`config.mk`:
```
export PLATFORM = sky130hd
export DESIGN_NAME = crs_regs
export DESIGN_NICKNAME = d
export VERILOG_FILES = /design/src/pkg/crs_pkg.sv /design/src/pkg/crs_addr_if.sv /design/src/verilog/crs_regs.sv /design/src/verilog/crs_addr_unit.sv
export SDC_FILE = /design/constraint.sdc
export NUM_CORES = 1
export LEC_CHECK = 0
export ABC_CLOCK_PERIOD_IN_PS = 14600
export CORE_AREA = 2 2 182 184
export CTS_CLUSTER_SIZE = 8
export DETAILED_ROUTE_END_ITERATION = 8
export DIE_AREA = 0 0 184 186
export DONT_BUFFER_PORTS = 1
export PLACE_DENSITY = 0.73
export SLEW_MARGIN = 30
export SYNTH_ARGS = -nofsm -noshare
export SYNTH_HDL_FRONTEND = slang
export SYNTH_SLANG_ARGS = --single-unit
```
`constraint.sdc`:
```
create_clock -name clk_i -period 14.6 [get_ports clk_i]
set_input_delay 0 -clock clk_i [delete_from_list [all_inputs] [get_ports clk_i]]
set_output_delay 0 -clock clk_i [all_outputs]
set_load 0.005 [all_outputs]
```
`src/pkg/crs_pkg.sv`:
```
// package: register widths, field positions, reset values and command codes of the cpu register set
package crs_pkg;
    // ==========================================================
    // widths
    localparam int WORD_W      = 24;                 // data word width
    localparam int BYTE_W      = 8;                  // byte pseudoregister width
    localparam int DBL_W       = 47;                 // double pseudoregister width
    localparam int COND_W      = 4;                  // condition register width
    localparam int PC_W        = 16;                 // program counter width
    localparam int MEM_W       = 48;                 // memory double word width
    localparam int MADDR_W     = 18;                 // memory word address width (256K)
    localparam int DIRECT_W    = 15;                 // direct address field width
    localparam int BYTE_ADDR_W = 18;                 // byte index reach (192K bytes)
    // ==========================================================
    // field positions
    localparam int DIRECT_MSB  = 14;                 // top bit of direct address field
    localparam int SHIFT_MSB   = 7;                  // top bit of shift count field
    localparam int XSEL_LSB    = 15;                 // index select field low bit
    localparam int PC_TOP      = 15;                 // program counter top bit
    localparam int ACC_TOP     = 23;                 // accumulator bit left out of double
    // ==========================================================
    // reset values
    localparam logic [23:0] WORD_RST = 24'h000000;   // data registers after reset
    localparam logic [3:0]  COND_RST = 4'h0;         // condition register after reset
    localparam logic [15:0] PC_RST   = 16'h0000;     // program counter after reset
    localparam logic [15:0] UPPER_BIAS = 16'h8000;   // upper section bias, octal 100000
    localparam logic [17:0] BYTE_LIMIT = 18'h30000;  // 192K byte indexed limit
    // ==========================================================
    // register select codes for the execution write and read ports
    typedef enum logic [3:0] {
        CRS_SEL_ACC  = 4'h0,                         // accumulator
        CRS_SEL_BYTE = 4'h1,                         // accumulator bits 7..0
        CRS_SEL_EXT  = 4'h2,                         // extension register
        CRS_SEL_DBL  = 4'h3,                         // double pseudoregister
        CRS_SEL_IX1  = 4'h4,                         // first general/index
        CRS_SEL_IX2  = 4'h5,                         // second general/index
        CRS_SEL_IX3  = 4'h6,                         // third general/index
        CRS_SEL_COND = 4'h7,                         // condition register
        CRS_SEL_IO8  = 4'h8,                         // 8-bit programmed transfer
        CRS_SEL_IO24 = 4'h9                          // 24-bit programmed transfer
    } crs_sel_t;
    // ==========================================================
    // fetch state machine codes
    typedef enum logic [2:0] {
        CRS_ST_IDLE  = 3'b001,                       // waiting for fetch request
        CRS_ST_FETCH = 3'b010,                       // memory read pending
        CRS_ST_EXEC  = 3'b100                        // instruction held for execution
    } crs_state_t;
endpackage

```
`src/pkg/crs_addr_if.sv`:
```
// interface: address formation request and result between the register set and its address unit
`timescale 1ns/10ps
interface crs_addr_if;
    logic [23:0] instr;                              // instruction word
    logic [15:0] pc;                                 // current program counter
    logic [23:0] ix1;                                // first index register
    logic [23:0] ix2;                                // second index register
    logic [23:0] ix3;                                // third index register
    logic        indexed;                            // indexing requested
    logic        byte_mode;                          // byte indexed reference
    logic [17:0] addr;                               // resulting word or byte address
    logic        range_err;                          // index beyond allowed reach
    modport regs (output instr, pc, ix1, ix2, ix3, indexed, byte_mode,
                  input  addr, range_err);
    modport unit (input  instr, pc, ix1, ix2, ix3, indexed, byte_mode,
                  output addr, range_err);
endinterface

```
`src/verilog/crs_regs.sv`:
```
// module: cpu register set with fetch sequencing and memory access
`timescale 1ns/10ps
// Overview of operation
// - 24-bit accumulator, arithmetic, shift, io data
// - accumulator low byte read/written as pseudoregister
// - 24-bit extension register extends accumulator
// - 47-bit double: extension high, accumulator low
// - three 24-bit general registers, usable index
// - 4-bit condition register written and read
// - 16-bit program counter holds fetch address
// - counter changes only by branch, panel or step after fetch
// - fetched instruction latched whole; execution loads only the shift count
// - instruction bits 7..0 are shift count
// - direct address from instruction bits 14..0
// - counter top bit ORed into address bit 15
// - execution confined below 64K words
// - indexing to 64K words, bytes 192K
// - programmed io moves 8 or 24 bits
// - memory in 48-bit double words, parity checked
// - indexed address adds selected index register
// - upper-section bias still applies when indexed
module crs_regs #(
    parameter int WORD_W = crs_pkg::WORD_W           // data word width
) (
    input  wire logic                        clk_i,          // 250 MHz core clock
    input  wire logic                        reset_i,        // async reset, active high
    // execution side
    input  wire logic                        fetch_i,        // request next instruction
    input  wire logic                        wr_en_i,        // register write strobe
    input  wire logic [3:0]                  wr_sel_i,       // register write select
    input  wire logic [46:0]                 wr_data_i,      // write data (double width)
    input  wire logic [3:0]                  rd_sel_i,       // register read select
    input  wire logic                        shift_load_i,   // load shift count
    input  wire logic [7:0]                  shift_cnt_i,    // new shift count
    input  wire logic                        branch_i,       // branch taken
    input  wire logic [15:0]                 branch_addr_i,  // branch target
    input  wire logic                        panel_pc_i,     // panel entry of counter
    input  wire logic [15:0]                 panel_data_i,   // panel counter value
    input  wire logic                        opnd_rd_i,      // operand read request
    input  wire logic                        opnd_wr_i,      // operand write request
    input  wire logic                        indexed_i,      // indexed reference
    input  wire logic                        byte_mode_i,    // byte indexed reference
    input  wire logic [47:0]                 opnd_wdata_i,   // operand write data
    // peripheral side
    input  wire logic [23:0]                 io_in_i,        // programmed io input
    output logic      [23:0]                 io_out_o,       // programmed io output
    output logic                             io_strobe_o,    // io output valid pulse
    // memory side
    output logic      [17:0]                 mem_addr_o,     // double word address
    output logic                             mem_rd_o,       // memory read strobe
    output logic                             mem_wr_o,       // memory write strobe
    output logic      [47:0]                 mem_wdata_o,    // write double word
    output logic                             mem_wpar_o,     // write data parity
    input  wire logic [47:0]                 mem_rdata_i,    // read double word
    input  wire logic                        mem_rpar_i,     // read parity bit
    input  wire logic                        mem_ack_i,      // memory access done
    // status outputs
    output logic      [46:0]                 rd_data_o,      // register read data
    output logic      [23:0]                 instr_o,        // instruction register
    output logic      [7:0]                  shift_cnt_o,    // shift count field
    output logic      [15:0]                 pc_o,           // program counter
    output logic      [47:0]                 opnd_rdata_o,   // operand read data
    output logic                             opnd_done_o,    // operand access done pulse
    output logic                             instr_valid_o,  // instruction ready level
    output logic                             parity_err_o,   // sticky parity error
    output logic                             range_err_o     // address reach error pulse
);
    // ==========================================================
    // register storage
    logic [23:0] acc_reg;                            // accumulator
    logic [23:0] ext_reg;                            // extension register
    logic [23:0] ix_reg [3];                         // general/index registers
    logic [3:0]  cond_reg;                           // condition register
    logic [15:0] pc_reg;                             // program counter
    logic [23:0] ir_reg;                             // instruction register
    crs_pkg::crs_state_t st_reg;                     // fetch state
    logic        fetch_hi_reg;                       // fetched word is odd half
    logic        opnd_busy_reg;                      // operand access pending
    logic        opnd_wr_reg;                        // pending access is a write
    logic [46:0] dbl;                                // double pseudoregister view
    logic        rpar_ok;                            // read parity matches

    crs_addr_if ai ();                               // address formation link

    // ==========================================================
    // address unit hookup
    assign ai.instr     = ir_reg;
    assign ai.pc        = pc_reg;
    assign ai.ix1       = ix_reg[0];
    assign ai.ix2       = ix_reg[1];
    assign ai.ix3       = ix_reg[2];
    assign ai.indexed   = indexed_i;
    assign ai.byte_mode = byte_mode_i;

    crs_addr_unit u_addr (
        .a (ai.unit)
    );

    // double view: accumulator bit 23 left out
    assign dbl     = {ext_reg, acc_reg[crs_pkg::ACC_TOP-1:0]};
    // odd parity over the double word
    assign rpar_ok = ^{mem_rdata_i, mem_rpar_i};

    // ==========================================================
    // accumulator and extension writes
    always_ff @(posedge clk_i or posedge reset_i) begin
        if (reset_i) begin
            acc_reg <= crs_pkg::WORD_RST;
            ext_reg <= crs_pkg::WORD_RST;
        end else if (wr_en_i) begin
            case (wr_sel_i)
                crs_pkg::CRS_SEL_ACC: begin
                    acc_reg <= wr_data_i[23:0];
                end
                crs_pkg::CRS_SEL_BYTE: begin
                    acc_reg[crs_pkg::SHIFT_MSB:0] <= wr_data_i[7:0];
                end
                crs_pkg::CRS_SEL_EXT: begin
                    ext_reg <= wr_data_i[23:0];
                end
                crs_pkg::CRS_SEL_DBL: begin
                    // split double; accumulator top bit kept
                    ext_reg <= wr_data_i[46:23];
                    acc_reg[22:0] <= wr_data_i[22:0];
                end
                crs_pkg::CRS_SEL_IO8: begin
                    acc_reg[7:0] <= io_in_i[7:0];
                end
                crs_pkg::CRS_SEL_IO24: begin
                    acc_reg <= io_in_i;
                end
                default: begin
                end
            endcase
        end
    end

    // ==========================================================
    // general/index registers, one per generate slot
    genvar gi;
    generate
        for (gi = 0; gi < 3; gi++) begin : g_ix
            always_ff @(posedge clk_i or posedge reset_i) begin
                if (reset_i) begin
                    ix_reg[gi] <= crs_pkg::WORD_RST;
                end else if (wr_en_i && wr_sel_i == 4'(crs_pkg::CRS_SEL_IX1) + 4'(gi)) begin
                    ix_reg[gi] <= wr_data_i[23:0];
                end
            end
        end
    endgenerate

    // ==========================================================
    // condition register
    always_ff @(posedge clk_i or posedge reset_i) begin
        if (reset_i) begin
            cond_reg <= crs_pkg::COND_RST;
        end else if (wr_en_i && wr_sel_i == crs_pkg::CRS_SEL_COND) begin
            cond_reg <= wr_data_i[3:0];
        end
    end

    // ==========================================================
    // program counter: panel, branch, else step after fetch
    always_ff @(posedge clk_i or posedge reset_i) begin
        if (reset_i) begin
            pc_reg <= crs_pkg::PC_RST;
        end else if (panel_pc_i) begin
            pc_reg <= panel_data_i;
        end else if (branch_i) begin
            pc_reg <= branch_addr_i;
        end else if (st_reg == crs_pkg::CRS_ST_FETCH && mem_ack_i) begin
            // 16-bit wrap keeps execution below 64K
            pc_reg <= pc_reg + 16'h0001;
        end
    end

    // ==========================================================
    // fetch sequencer and instruction register
    always_ff @(posedge clk_i or posedge reset_i) begin
        if (reset_i) begin
            st_reg <= crs_pkg::CRS_ST_IDLE;
            ir_reg <= crs_pkg::WORD_RST;
        end else begin
            case (st_reg)
                crs_pkg::CRS_ST_IDLE: begin
                    if (fetch_i && !opnd_busy_reg) begin
                        st_reg <= crs_pkg::CRS_ST_FETCH;
                    end
                end
                crs_pkg::CRS_ST_FETCH: begin
                    if (mem_ack_i) begin
                        // pick word from double, latch whole
                        ir_reg <= fetch_hi_reg ? mem_rdata_i[47:24] : mem_rdata_i[23:0];
                        st_reg <= crs_pkg::CRS_ST_EXEC;
                    end
                end
                crs_pkg::CRS_ST_EXEC: begin
                    if (shift_load_i) begin
                        ir_reg[crs_pkg::SHIFT_MSB:0] <= shift_cnt_i;
                    end
                    // no fetch while an operand access is still pending
                    if (fetch_i && !opnd_busy_reg) begin
                        st_reg <= crs_pkg::CRS_ST_FETCH;
                    end
                end
                default: begin
                    st_reg <= crs_pkg::CRS_ST_IDLE;
                end
            endcase
        end
    end

    // ==========================================================
    // memory access strobes and addressing
    always_ff @(posedge clk_i or posedge reset_i) begin
        if (reset_i) begin
            mem_addr_o    <= 18'h00000;
            mem_rd_o      <= 1'b0;
            mem_wr_o      <= 1'b0;
            mem_wdata_o   <= 48'h000000000000;
            mem_wpar_o    <= 1'b0;
            fetch_hi_reg  <= 1'b0;
            opnd_busy_reg <= 1'b0;
            opnd_wr_reg   <= 1'b0;
            range_err_o   <= 1'b0;
        end else begin
            mem_rd_o    <= 1'b0;
            mem_wr_o    <= 1'b0;
            range_err_o <= 1'b0;
            if (mem_ack_i) begin
                opnd_busy_reg <= 1'b0;
            end
            if (fetch_i && st_reg != crs_pkg::CRS_ST_FETCH && !opnd_busy_reg) begin
                // double word holding the counter's word
                mem_addr_o   <= {3'b000, pc_reg[15:1]};
                fetch_hi_reg <= pc_reg[0];
                mem_rd_o     <= 1'b1;
            end else if ((opnd_rd_i || opnd_wr_i) && st_reg == crs_pkg::CRS_ST_EXEC
                         && !opnd_busy_reg) begin
                if (ai.range_err) begin
                    range_err_o <= 1'b1;
                end else begin
                    // word address formed by address unit
                    mem_addr_o    <= {1'b0, ai.addr[17:1]};
                    mem_rd_o      <= opnd_rd_i;
                    mem_wr_o      <= opnd_wr_i;
                    mem_wdata_o   <= opnd_wdata_i;
                    mem_wpar_o    <= ~^opnd_wdata_i;
                    opnd_busy_reg <= 1'b1;
                    opnd_wr_reg   <= opnd_wr_i;
                end
            end
        end
    end

    // ==========================================================
    // operand completion and parity check
    always_ff @(posedge clk_i or posedge reset_i) begin
        if (reset_i) begin
            opnd_rdata_o <= 48'h000000000000;
            opnd_done_o  <= 1'b0;
            parity_err_o <= 1'b0;
        end else begin
            opnd_done_o <= opnd_busy_reg && mem_ack_i;
            if (opnd_busy_reg && mem_ack_i && !opnd_wr_reg) begin
                opnd_rdata_o <= mem_rdata_i;
            end
            // every read answer is checked, fetches included
            if (mem_ack_i && !(opnd_busy_reg && opnd_wr_reg) && !rpar_ok) begin
                parity_err_o <= 1'b1;
            end
        end
    end

    // ==========================================================
    // register read port and status outputs
    always_ff @(posedge clk_i or posedge reset_i) begin
        if (reset_i) begin
            rd_data_o     <= 47'h0;
            io_out_o      <= crs_pkg::WORD_RST;
            io_strobe_o   <= 1'b0;
            instr_o       <= crs_pkg::WORD_RST;
            shift_cnt_o   <= 8'h00;
            pc_o          <= crs_pkg::PC_RST;
            instr_valid_o <= 1'b0;
        end else begin
            if (rd_sel_i == crs_pkg::CRS_SEL_ACC) begin
                rd_data_o <= {23'h0, acc_reg};
            end else if (rd_sel_i == crs_pkg::CRS_SEL_BYTE) begin
                rd_data_o <= {39'h0, acc_reg[7:0]};
            end else if (rd_sel_i == crs_pkg::CRS_SEL_EXT) begin
                rd_data_o <= {23'h0, ext_reg};
            end else if (rd_sel_i == crs_pkg::CRS_SEL_DBL) begin
                rd_data_o <= dbl;
            end else if (rd_sel_i == crs_pkg::CRS_SEL_IX1) begin
                rd_data_o <= {23'h0, ix_reg[0]};
            end else if (rd_sel_i == crs_pkg::CRS_SEL_IX2) begin
                rd_data_o <= {23'h0, ix_reg[1]};
            end else if (rd_sel_i == crs_pkg::CRS_SEL_IX3) begin
                rd_data_o <= {23'h0, ix_reg[2]};
            end else if (rd_sel_i == crs_pkg::CRS_SEL_COND) begin
                rd_data_o <= {43'h0, cond_reg};
            end else begin
                rd_data_o <= 47'h0;                         // counter not readable
            end
            // io output: 8-bit select sends byte only
            io_strobe_o <= 1'b0;
            if (rd_sel_i == crs_pkg::CRS_SEL_IO8 && !wr_en_i) begin
                io_out_o    <= {16'h0000, acc_reg[7:0]};
                io_strobe_o <= 1'b1;
            end else if (rd_sel_i == crs_pkg::CRS_SEL_IO24 && !wr_en_i) begin
                io_out_o    <= acc_reg;
                io_strobe_o <= 1'b1;
            end
            instr_o       <= ir_reg;
            shift_cnt_o   <= ir_reg[crs_pkg::SHIFT_MSB:0];
            pc_o          <= pc_reg;
            instr_valid_o <= (st_reg == crs_pkg::CRS_ST_EXEC);
        end
    end
endmodule

```
`src/verilog/crs_addr_unit.sv`:
```
// module: direct, biased and indexed address formation
`timescale 1ns/10ps
module crs_addr_unit (
    crs_addr_if.unit a
);
    // ==========================================================
    // index register pick by the two-bit select field
    function automatic logic [23:0] pick_ix(input logic [1:0] s, input logic [23:0] r1,
                                            input logic [23:0] r2, input logic [23:0] r3);
        if (s == 2'd1) begin
            pick_ix = r1;
        end else if (s == 2'd2) begin
            pick_ix = r2;
        end else if (s == 2'd3) begin
            pick_ix = r3;
        end else begin
            pick_ix = 24'h000000;                    // select zero: no index
        end
    endfunction

    logic [15:0] direct;                             // biased direct address
    logic [23:0] ixv;                                // chosen index value
    logic [24:0] sum;                                // full width index sum

    // ==========================================================
    // combinational address formation
    always_comb begin
        // bias ORed into bit 15 above the 15-bit field
        direct = {a.pc[crs_pkg::PC_TOP], a.instr[crs_pkg::DIRECT_MSB:0]};
        ixv    = pick_ix(a.instr[crs_pkg::XSEL_LSB+1:crs_pkg::XSEL_LSB], a.ix1, a.ix2, a.ix3);
        // add instruction address to chosen index
        sum    = {9'h000, direct} + {1'b0, ixv};
        a.addr      = {2'b00, direct};
        a.range_err = 1'b0;
        if (a.indexed && a.byte_mode) begin
            // byte reach is 192K bytes
            a.addr      = sum[17:0];
            a.range_err = (sum >= {7'h00, crs_pkg::BYTE_LIMIT});
        end else if (a.indexed) begin
            // word indexing confined to 64K; upper bias keeps bit 15 set
            a.addr      = {2'b00, sum[15] | a.pc[crs_pkg::PC_TOP], sum[14:0]};
            a.range_err = (sum[24:16] != 9'h000);
        end
    end
endmodule

```
-- Word level (Yosys, flattened, before mapping)
Cells that the tools add are included.
- add/sub/neg operators: 2
- order comparisons: 1
- eq/ne operators: 29
- multiplexer cells: 49
- bitwise logic cells: 3
- reductions and logical operators: 50
- operators with widths (cell ; count):
    $mux 24 ; 9
    $mux 47 ; 4
    $mux 18 ; 4
    $mux 16 ; 4
    $reduce_xor 49->1 ; 1
    $pmux 24 s2 ; 1
    $reduce_xnor 48->1 ; 1
    $eq 4x3->1 const B ; 8
    $pmux 8 s2 ; 2
    $pmux 15 s2 ; 1
    $add 16x24->25 ; 1
    $ge 25x18->1 const B ; 1
    $logic_and 1x1->1 ; 18
    $mux 1 ; 17
    $add 16x1->16 const B ; 1
    $eq 4x2->1 const B ; 4
    $eq 4x4->1 const B ; 4
    $mux 8 ; 2
    $reduce_and 2->1 ; 7
    $reduce_bool 2->1 ; 7
    $reduce_bool 9->1 ; 1
    $eq 4x1->1 const B ; 2
    $logic_not 4->1 ; 2
    $mux 3 ; 2
    19 further kinds ; 30
- flip-flop bits (word level): 411
- input bits: 228
- output and inout bits: 241
- logic and storage cells: 165

-- Longest topological paths before layout
Gate-level depths: netlist (run 1).
- depth in word-level cells: 11
- depth in mapped cells: 18
- depth with buffers taken out: 13

-- Cells and area by module
A second synthesis (run 1) with hierarchy kept.
- cell total of the unflattened synthesis: 1768
- area total of the unflattened synthesis: 19017.0 µm²
- modules (own cells, without submodules) (module ; times used ; cells each ; area each (µm²) ; seq. area each (µm²)):
    crs_regs ; 1 ; 1553 ; 17305.3 ; 10060.9
    crs_addr_unit ; 1 ; 215 ; 1711.6 ; 0.0

-- Least setup slack after synthesis (run 1)
Ideal clock, no wire load.
- path type: register -> register
- from: register ir_reg[16] (netlist: ai.instr[16])
- to: register mem_wdata_o[10]
- library setup time: 0.127 ns
- arrival time: 4.956 ns
- required time: 14.473 ns
- setup slack: 9.516 ns
- stages on the path, launching flop included: 18
- buffers on the path: 5
- clock period less this slack: 5.084 ns
- cell sequence: dfrtp_1 buf_2 buf_1 clkbuf_1 mux2_2 a22o_1 ha_1 clkbuf_1 a21o_1 a31o_1 a311oi_1 a31oi_1 o41a_1 a2111oi_4 o211ai_2 a21oi_4 buf_6 mux2_1
- longest elaborated chain between the ends: 10
- elaborated cells between the ends (all ways): 13
- classes of those cells: add/sub (1); order compare (1); eq/ne (3); mux (5); bitwise (1); reduce/logical (2)
- ends and longest elaborated chain (element ; RTL line ; source):
    start, declared ; crs_regs.sv:75 ; logic [23:0] ir_reg;
    start signal, assigned ; crs_regs.sv:183 ; ir_reg <= crs_pkg::WORD_RST;
    start signal, assigned ; crs_regs.sv:194 ; ir_reg <= fetch_hi_reg ? mem_rdata_i[47:24] : mem_rdata_i[23:0];
    start signal, assigned by index ; crs_regs.sv:200 ; ir_reg[crs_pkg::SHIFT_MSB:0] <= shift_cnt_i;
    $eq 2x2->1 ; crs_addr_unit.sv:14 ; end else if (s == 2'd3) begin
    $mux 24 ; crs_addr_unit.sv:14 ;
    $mux 24 ; crs_addr_unit.sv:12 ; end else if (s == 2'd2) begin
    $mux 24 * ; crs_addr_unit.sv:10 ; if (s == 2'd1) begin
    $add 16x24->25 * ; crs_addr_unit.sv:32 ; sum = {9'h000, direct} + {1'b0, ixv};
    parallel branches: the longest is 2 deep, another holds $ge 25x18->1 ; n/a ;
    $mux 1 * ; crs_addr_unit.sv:35 ; if (a.indexed && a.byte_mode) begin
    $not 1->1 (no line) * ; n/a ;
    $reduce_and 3->1 (no line) * ; n/a ;
    end signal, assigned ; crs_regs.sv:248 ; mem_wdata_o <= opnd_wdata_i;
    end, declared ; crs_regs.sv:52 ; output logic [47:0] mem_wdata_o,
Mark *: on every way between the ends.
A chain may end at the register's enable or synchronous reset.

-- Worst setup path after layout (run 1)
- from: register ir_reg[16] (netlist: ai.instr[16])
- to: register mem_wdata_o[14]
The elaborated chain is that of the path after synthesis.

==> metrics.csv, run 1 <==
stage,metric,value,unit
setup_path,Crit-path slowest cell,buf_4,
finish,final core utilization,73.2,%
finish,Nets,2193,
finish,"commonest non-fill, non-tap cell in the layout",dfrtp_1,
routing,drt first-iter violations,1123,
die,die area,0.0342,sq mm
clock_network,postcts setup bufs,0,
synth,cells after synthesis,1715,
clock_network,CTS root buffer,clkbuf_16,
synth,sequential element share of the synthesized area,52.5,%
clock_network,"Reg clk slew, reported paths",0.05,ns
die,core box area,0.0322,sq mm
synth,syn avg cell area,11.2,sq um
sta,fin crit period,5.44,ns
setup_path,Crit Path Category,register to register,
power,maximum vdd drop,124,uV
sta,Fin. Hold Viols,0,
place,IO Port Bufs,0,
synth,Post-Syn Nets,1961,
synth,main flop type after synthesis,dfrtp_1,
die,initial cell density of the core,59.5,%
sta,Sum Neg Setup Slack,0,ns
place,DP HPWL,36400,microns
clock_network,CTS Sinks,402,
synth,Syn. warnings,0,
routing,total wire length,58900,microns
synth,Post-synth EDFFs,0,
worst_hold_path,worst min path class,primary input to register,
die,Die X,184,microns
sta,Tcrit/Tclk final,37.2,%
routing,via count,15100,
finish,Synth-to-Final Area Change,23.1,%
power,PD cells,176,mW/mm^2
sta,final setup vio count,0,
setup_path,Critical Path End Type,register,
finish,biggest registers after layout,"mem_wdata_o x48, opnd_rdata_o x48, rd_data_o x47",
clock_network,Resize count post-CTS,0,
synth,Syn Std Cell Area,0.0192,sq mm
clock_network,Num CTS Buffers,56,
clock_network,clock buffer depth,3,
run_status,status,completed,
sta,worst-margin pin slew,0.981,ns
synth,post-synthesis cell type count,71,
synth,async set-reset flop share out of synthesis,100,%
routing,ANT nets after route,0,
setup_path,type of origin of the critical path,register,
clock_network,H-tree levels,2,
finish,ratio of cells with drive above 1 in the final layout,13.6,%
grt,largest net degree at the start of global routing,131,
sta,RSZ-0062 raised after global routing,false,
setup_path,Worst EP required,15.04,ns
die,die height,186,microns
sta,Rel. slew slack,34.6,%
routing,per-cell routed wire length,24.8,microns
setup_path,worst endpoint data arrival time,5.88,ns
sta,Fmax,0.184,GHz
clock_network,Worst-Skew Late Latency,0.59,ns
grt,antenna violations before repair,6,
die,I/O Pins,469,
die,Row Count,66,
routing,DRC,0,
routing,DR vias/cell,6.35,
routing,DR pass1 iterations,7,
place,global placement routability congestion,0.903,
grt,first-pass GRT wire length,88700,microns
clock_network,CTS tree,done,
power,Leakage,0.0104,uW
run,max-cap violation count,0,
finish,most frequent cells in the layout,"dfrtp_1, dlygate4sd3_1, mux2_2",
sta,"Slew Viols, Final",0,
setup_path,critical path's most frequent cell,buf_4,
sta,Worst Skew,0.0271,ns
grt,vias in the first global route,15600,
grt,GRT Total Usage,33.7,%
grt,grt ovf,0,
setup_path,CP max stage delay,0.58,ns
setup_path,CP Cell Sequence,buf_4 > mux2_2 > a22o_1 > ha_1 > a21o_1 > a31o_1 > a311oi_1 > a31oi_1 > o41a_1 > a2111oi_4 > o211ai_2 > a21oi_4 > buf_4 > mux2_1,
synth,synthesized flop and latch total,402,
setup_path,crit path max fanout,52,
where the power goes:
part	internal [uW]	leakage [uW]	switching, uW
combinational	591	0.00460	656
sequential	1420	0.00506	318
clock	692	0.000733	466
Yosys cell counts, types with 14 or more instances:
| cell type | number | area (sq um) |
|---|---|---|
| xor2_1 | 24 | 210 |
| ha_1 | 17 | 213 |
| nand3_1 | 20 | 100 |
| a21oi_1 | 90 | 450 |
| a22oi_1 | 40 | 300 |
| and2_1 | 30 | 188 |
| clkbuf_1 | 80 | 300 |
| mux2_1 | 52 | 586 |
| nand2_1 | 152 | 571 |
| a22o_1 | 26 | 228 |
| nand2b_1 | 27 | 169 |
| nor2_1 | 108 | 405 |
| dfrtp_1 | 401 | 10000 |
| o21ai_0 | 105 | 526 |
| mux2_2 | 158 | 1780 |
| o22ai_1 | 38 | 238 |
| mux2i_1 | 63 | 631 |
| buf_1 | 14 | 52.6 |
| xnor2_1 | 100 | 876 |
critical path: cells and delay by family, from the launching register on:
family / cells / cell delay (ns)
buffers and inverters: 2 / 0.91
DFF: 1 / 0.34
muxes: 2 / 0.80
AOI/OAI and AO/OA: 9 / 2.83
adders and majority gates: 1 / 0.37
area by class of cell:
class / instances / area, sq um
Sequential cell: 402 / 10100
Fill cell: 2086 / 8620
Multi-Input combinational cell: 1192 / 8610
Timing Repair Buffer: 284 / 2810
Clock buffer: 67 / 1460
Tap cell: 408 / 510
Clock inverter: 3 / 53.8
Inverter: 11 / 53.8
Antenna cell: 5 / 12.5
through the flow:
| step | std cells | hold slack (ns) | total power, uW | setup slack [ns] | instance area, sq um |
|---|---|---|---|---|---|
| after global routing | 2372 | 0.0703 | 4360 | 8.86 | 23600 |
| after floorplan | 1715 | 0.0970 | 2520 | 3.42 | 19200 |
| after CTS | 2367 | 0.00763 | 4120 | 9.22 | 23600 |
| after global placement | 2036 | 0.0992 | 2820 | 9.38 | 19400 |
| after detailed placement | 2036 | 0.104 | 2860 | 9.26 | 19400 |
| final | 2372 | 0.0297 | 4140 | 9.16 | 23600 |
final timing paths:
path                                    from               end  slack, ns  depth (start not counted)
min in group asynchronous            reset_i   mem_wdata_o[45]       0.05                          2
max in group asynchronous            reset_i  opnd_rdata_o[11]      12.02                          5
worst max register to register  ai.instr[16]   mem_wdata_o[14]       9.16                         14
worst min register to register  ai.instr[19]       instr_o[19]       0.37                          0
worst max-delay path            ai.instr[16]   mem_wdata_o[14]       9.16                         14
worst min-delay path             rd_sel_i[2]       io_out_o[1]       0.03                          5
repair_timing:
item,CTS,global route
hold buffers,261,0
setup endpoints to repair,0,0
hold endpoints to repair,464,0
per-layer routing:
layer | track usage, % | vias up | part of all wire (%)
li1 | - | 6556 | -
met1 | 41.1 | 7475 | 38
met2 | 56.2 | 830 | 49
met3 | 7.83 | 207 | 8.4
met4 | 17.9 | 0 | 5.4
met5 | 0 | - | 0
cells by family (layout without fill, tap and decap cells):
| kind of cell | count (synthesis) | count (layout) | synth area share [%] |
|---|---|---|---|
| flops | 402 | 402 | 52.5 |
| xor+xnor | 124 | 124 | 5.67 |
| simple gates | 395 | 395 | 9.45 |
| buf+inv | 121 | 365 | 2.76 |
| fa+ha+maj | 18 | 18 | 1.21 |
| other cells | 1 | 6 | 0.0196 |
| mux | 273 | 273 | 15.6 |
| compound gates | 381 | 381 | 12.8 |
(Power assumes the default switching activity.)
==> run 2: changes to the inputs <==
ABC_CLOCK_PERIOD_IN_PS = 5000   (was 14600)
CORE_AREA = not set   (was 2 2 182 184)
CORE_ASPECT_RATIO = 1.1   (was not set)
CORE_UTILIZATION = 58   (was not set)
DIE_AREA = not set   (was 0 0 184 186)
PLACE_DENSITY = 0.74   (was 0.73)
clock period = 5 ns   (was 14.6 ns; I/O delays follow)
==> run 2 against run 1 <==
Utilization up 0.14 points. Hold slack worse by 0.0064 ns. Sequential share of layout area down 0.30 points. Sequential power rose to 2.9 times the previous value. Count of clock-buffer cells in the layout up 1. Critical path depth up 1. Design area up 0.71%. Setup slack worse by 9.0 ns. Non-clock buffer count up 9. Via count up 1.5%.
==> metrics.csv, run 2 (synthesized netlist as in run 1, its figures left out) <==
stage,metric,value,unit
setup_path,Crit-path slowest cell,dfrtp_2,
die,initial cell density of the core,59.2,%
place,IO Port Bufs,0,
routing,DR pass1 iterations,7,
clock_network,Num CTS Buffers,56,
clock_network,clock buffer depth,3,
die,die height,193,microns
routing,DRC,0,
die,Row Count,69,
finish,register area,0.0101,sq mm
setup_path,CP Cell Sequence,buf_4 > mux2_2 > a22o_1 > ha_1 > fa_1 > a21o_1 > a221o_1 > nand3_1 > a31oi_1 > o41a_1 > a2111oi_4 > o211ai_2 > a21oi_4 > buf_12 > mux2_1,
finish,"commonest non-fill, non-tap cell in the layout",dfrtp_1,
finish,fill cell count,2095,
grt,vias in the first global route,15800,
place,Setup WS pre-CTS,0.169,ns
grt,antenna violations before repair,3,
sta,final worst-path setup slack,0.190,ns
sta,final setup vio count,0,
die,I/O Pins,469,
grt,largest net degree at the start of global routing,184,
setup_path,Critical path buffers and inverters,2,
run_status,status,completed,
setup_path,Critical Path End Type,register,
routing,ANT nets after route,0,
clock_network,CTS Sinks,402,
sta,fin crit period,4.81,ns
die,Die X,175,microns
finish,biggest registers after layout,"mem_wdata_o x48, opnd_rdata_o x48, rd_data_o x47",
power,PD cells,516,mW/mm^2
sta,Worst Skew,0.0248,ns
setup_path,CP max stage delay,0.46,ns
grt,first-pass GRT wire length,92400,microns
die,die area,0.0338,sq mm
finish,area of the multi-input gates,0.00862,sq mm
clock_network,CTS root buffer,clkbuf_16,
worst_hold_path,worst min path class,primary input to register,
setup_path,crit path max fanout,26,
grt,grt ovf,0,
sta,Hold WS,0.0233,ns
setup_path,Crit Path Category,register to register,
finish,Synth-to-Final Area Change,23.9,%
clock_network,Worst-Skew Late Latency,0.58,ns
routing,M1 wire length,22500,microns
sta,worst-margin pin slew,1.05,ns
grt,GRT Total Usage,35.8,%
sta,Tcrit/Tclk final,96.2,%
power,Leakage,0.0105,uW
routing,total wire length,61300,microns
place,global placement routability congestion,0.911,
finish,Nets,2202,
sta,RSZ-0062 raised after global routing,false,
clock_network,postcts setup bufs,0,
setup_path,Worst EP required,5.44,ns
routing,met3 WL,6080,microns
setup_path,worst endpoint data arrival time,5.25,ns
routing,via count,15300,
worst_hold_path,hold path startpoint,indexed_i,
power,maximum vdd drop,340,uV
routing,drt first-iter violations,1438,
clock_network,H-tree levels,2,
finish,final core utilization,73.4,%
clock_network,CTS tree,done,
routing,per-cell routed wire length,25.5,microns
setup_path,reg2reg start,ai.instr[16],
sta,Fmax,0.208,GHz
clock_network,"Reg clk slew, reported paths",0.05,ns
sta,Fin. Hold Viols,0,
routing,DR vias/cell,6.37,
routing,routed wl met2,30000,microns
finish,most frequent cells in the layout,"dfrtp_1, dlygate4sd3_1, mux2_2",
run,max-cap violation count,0,
setup_path,crit-path leading delay family,compound AO/OA/AOI/OAI gates,
die,core box area,0.0324,sq mm
sta,"Slew Viols, Final",0,
place,DP HPWL,37300,microns
setup_path,worst setup path startpoint,ai.instr[16],
finish,ratio of cells with drive above 1 in the final layout,13.8,%
sta,Rel. slew slack,30.3,%
setup_path,type of origin of the critical path,register,
routing,uppermost layer routed,met4,
run 2: changes by cell type in the layout (fill, tap and decap cells not counted), moves of 2 or more:
cell / change
dlygate4sd3_1: +5
buf_12: +4
buf_6: -3
buf_4: +2
clkbuf_1: +2
run 2: through the flow:
| step | power, uW | TNS (ns) | cell area (sq um) | instances |
|---|---|---|---|---|
| 2_1_floorplan | 7350 | -165.58 | 19200 | 1715 |
| 3_3_place_gp | 8300 | 0 | 19500 | 2057 |
| 3_5_place_dp | 8410 | 0 | 19500 | 2057 |
| 4_1_cts | 12100 | 0 | 23700 | 2393 |
| 5_1_grt | 12800 | 0 | 23700 | 2398 |
| 6_report | 12300 | 0 | 23700 | 2400 |
run 2: final timing paths:
path	endpoint	slack, ns	cells past startpoint
worst max-delay path	mem_wdata_o[3]	0.19	15
worst min-delay path	mem_addr_o[2]	0.02	3
worst max register to register	mem_wdata_o[3]	0.19	15
worst min register to register	instr_o[18]	0.38	0
max in group asynchronous	opnd_rdata_o[43]	3.44	4
min in group asynchronous	acc_reg[0]	0.08	2
run 2: cell type report:
class	count	area share, %
Timing Repair Buffer	293	12.5
Tap cell	426	2.24
Antenna cell	5	0.0527
Inverter	11	0.190
Clock inverter	3	0.232
Multi-Input combinational cell	1192	36.3
Clock buffer	68	6.09
Sequential cell	402	42.4
run 2: worst reg2reg max path: cells and delay by family, from the launching register on:
kind	cells	cell delay, ns
compound gates	8	2.20
mux	2	0.72
fa+ha+maj	2	0.67
flops	1	0.46
buf+inv	2	0.40
simple gates	1	0.22
run 2: repair_timing:
item                       CTS  global route
setup endpoints to repair    0            52
hold endpoints to repair   372             0
hold buffers               265             0
resized for setup            0             2
run 2: power breakdown:
part           switching [uW]  internal [uW]
Combinational            1980           1780
Sequential                963           4140
Clock                    1350           2040
Total                    4290           7960
run 2: per-layer routing:
metal / up-vias / track usage (%)
met5: - / 0
met4: 0 / 15.5
met3: 187 / 9.95
met2: 925 / 60.1
met1: 7615 / 43.2
li1: 6567 / -
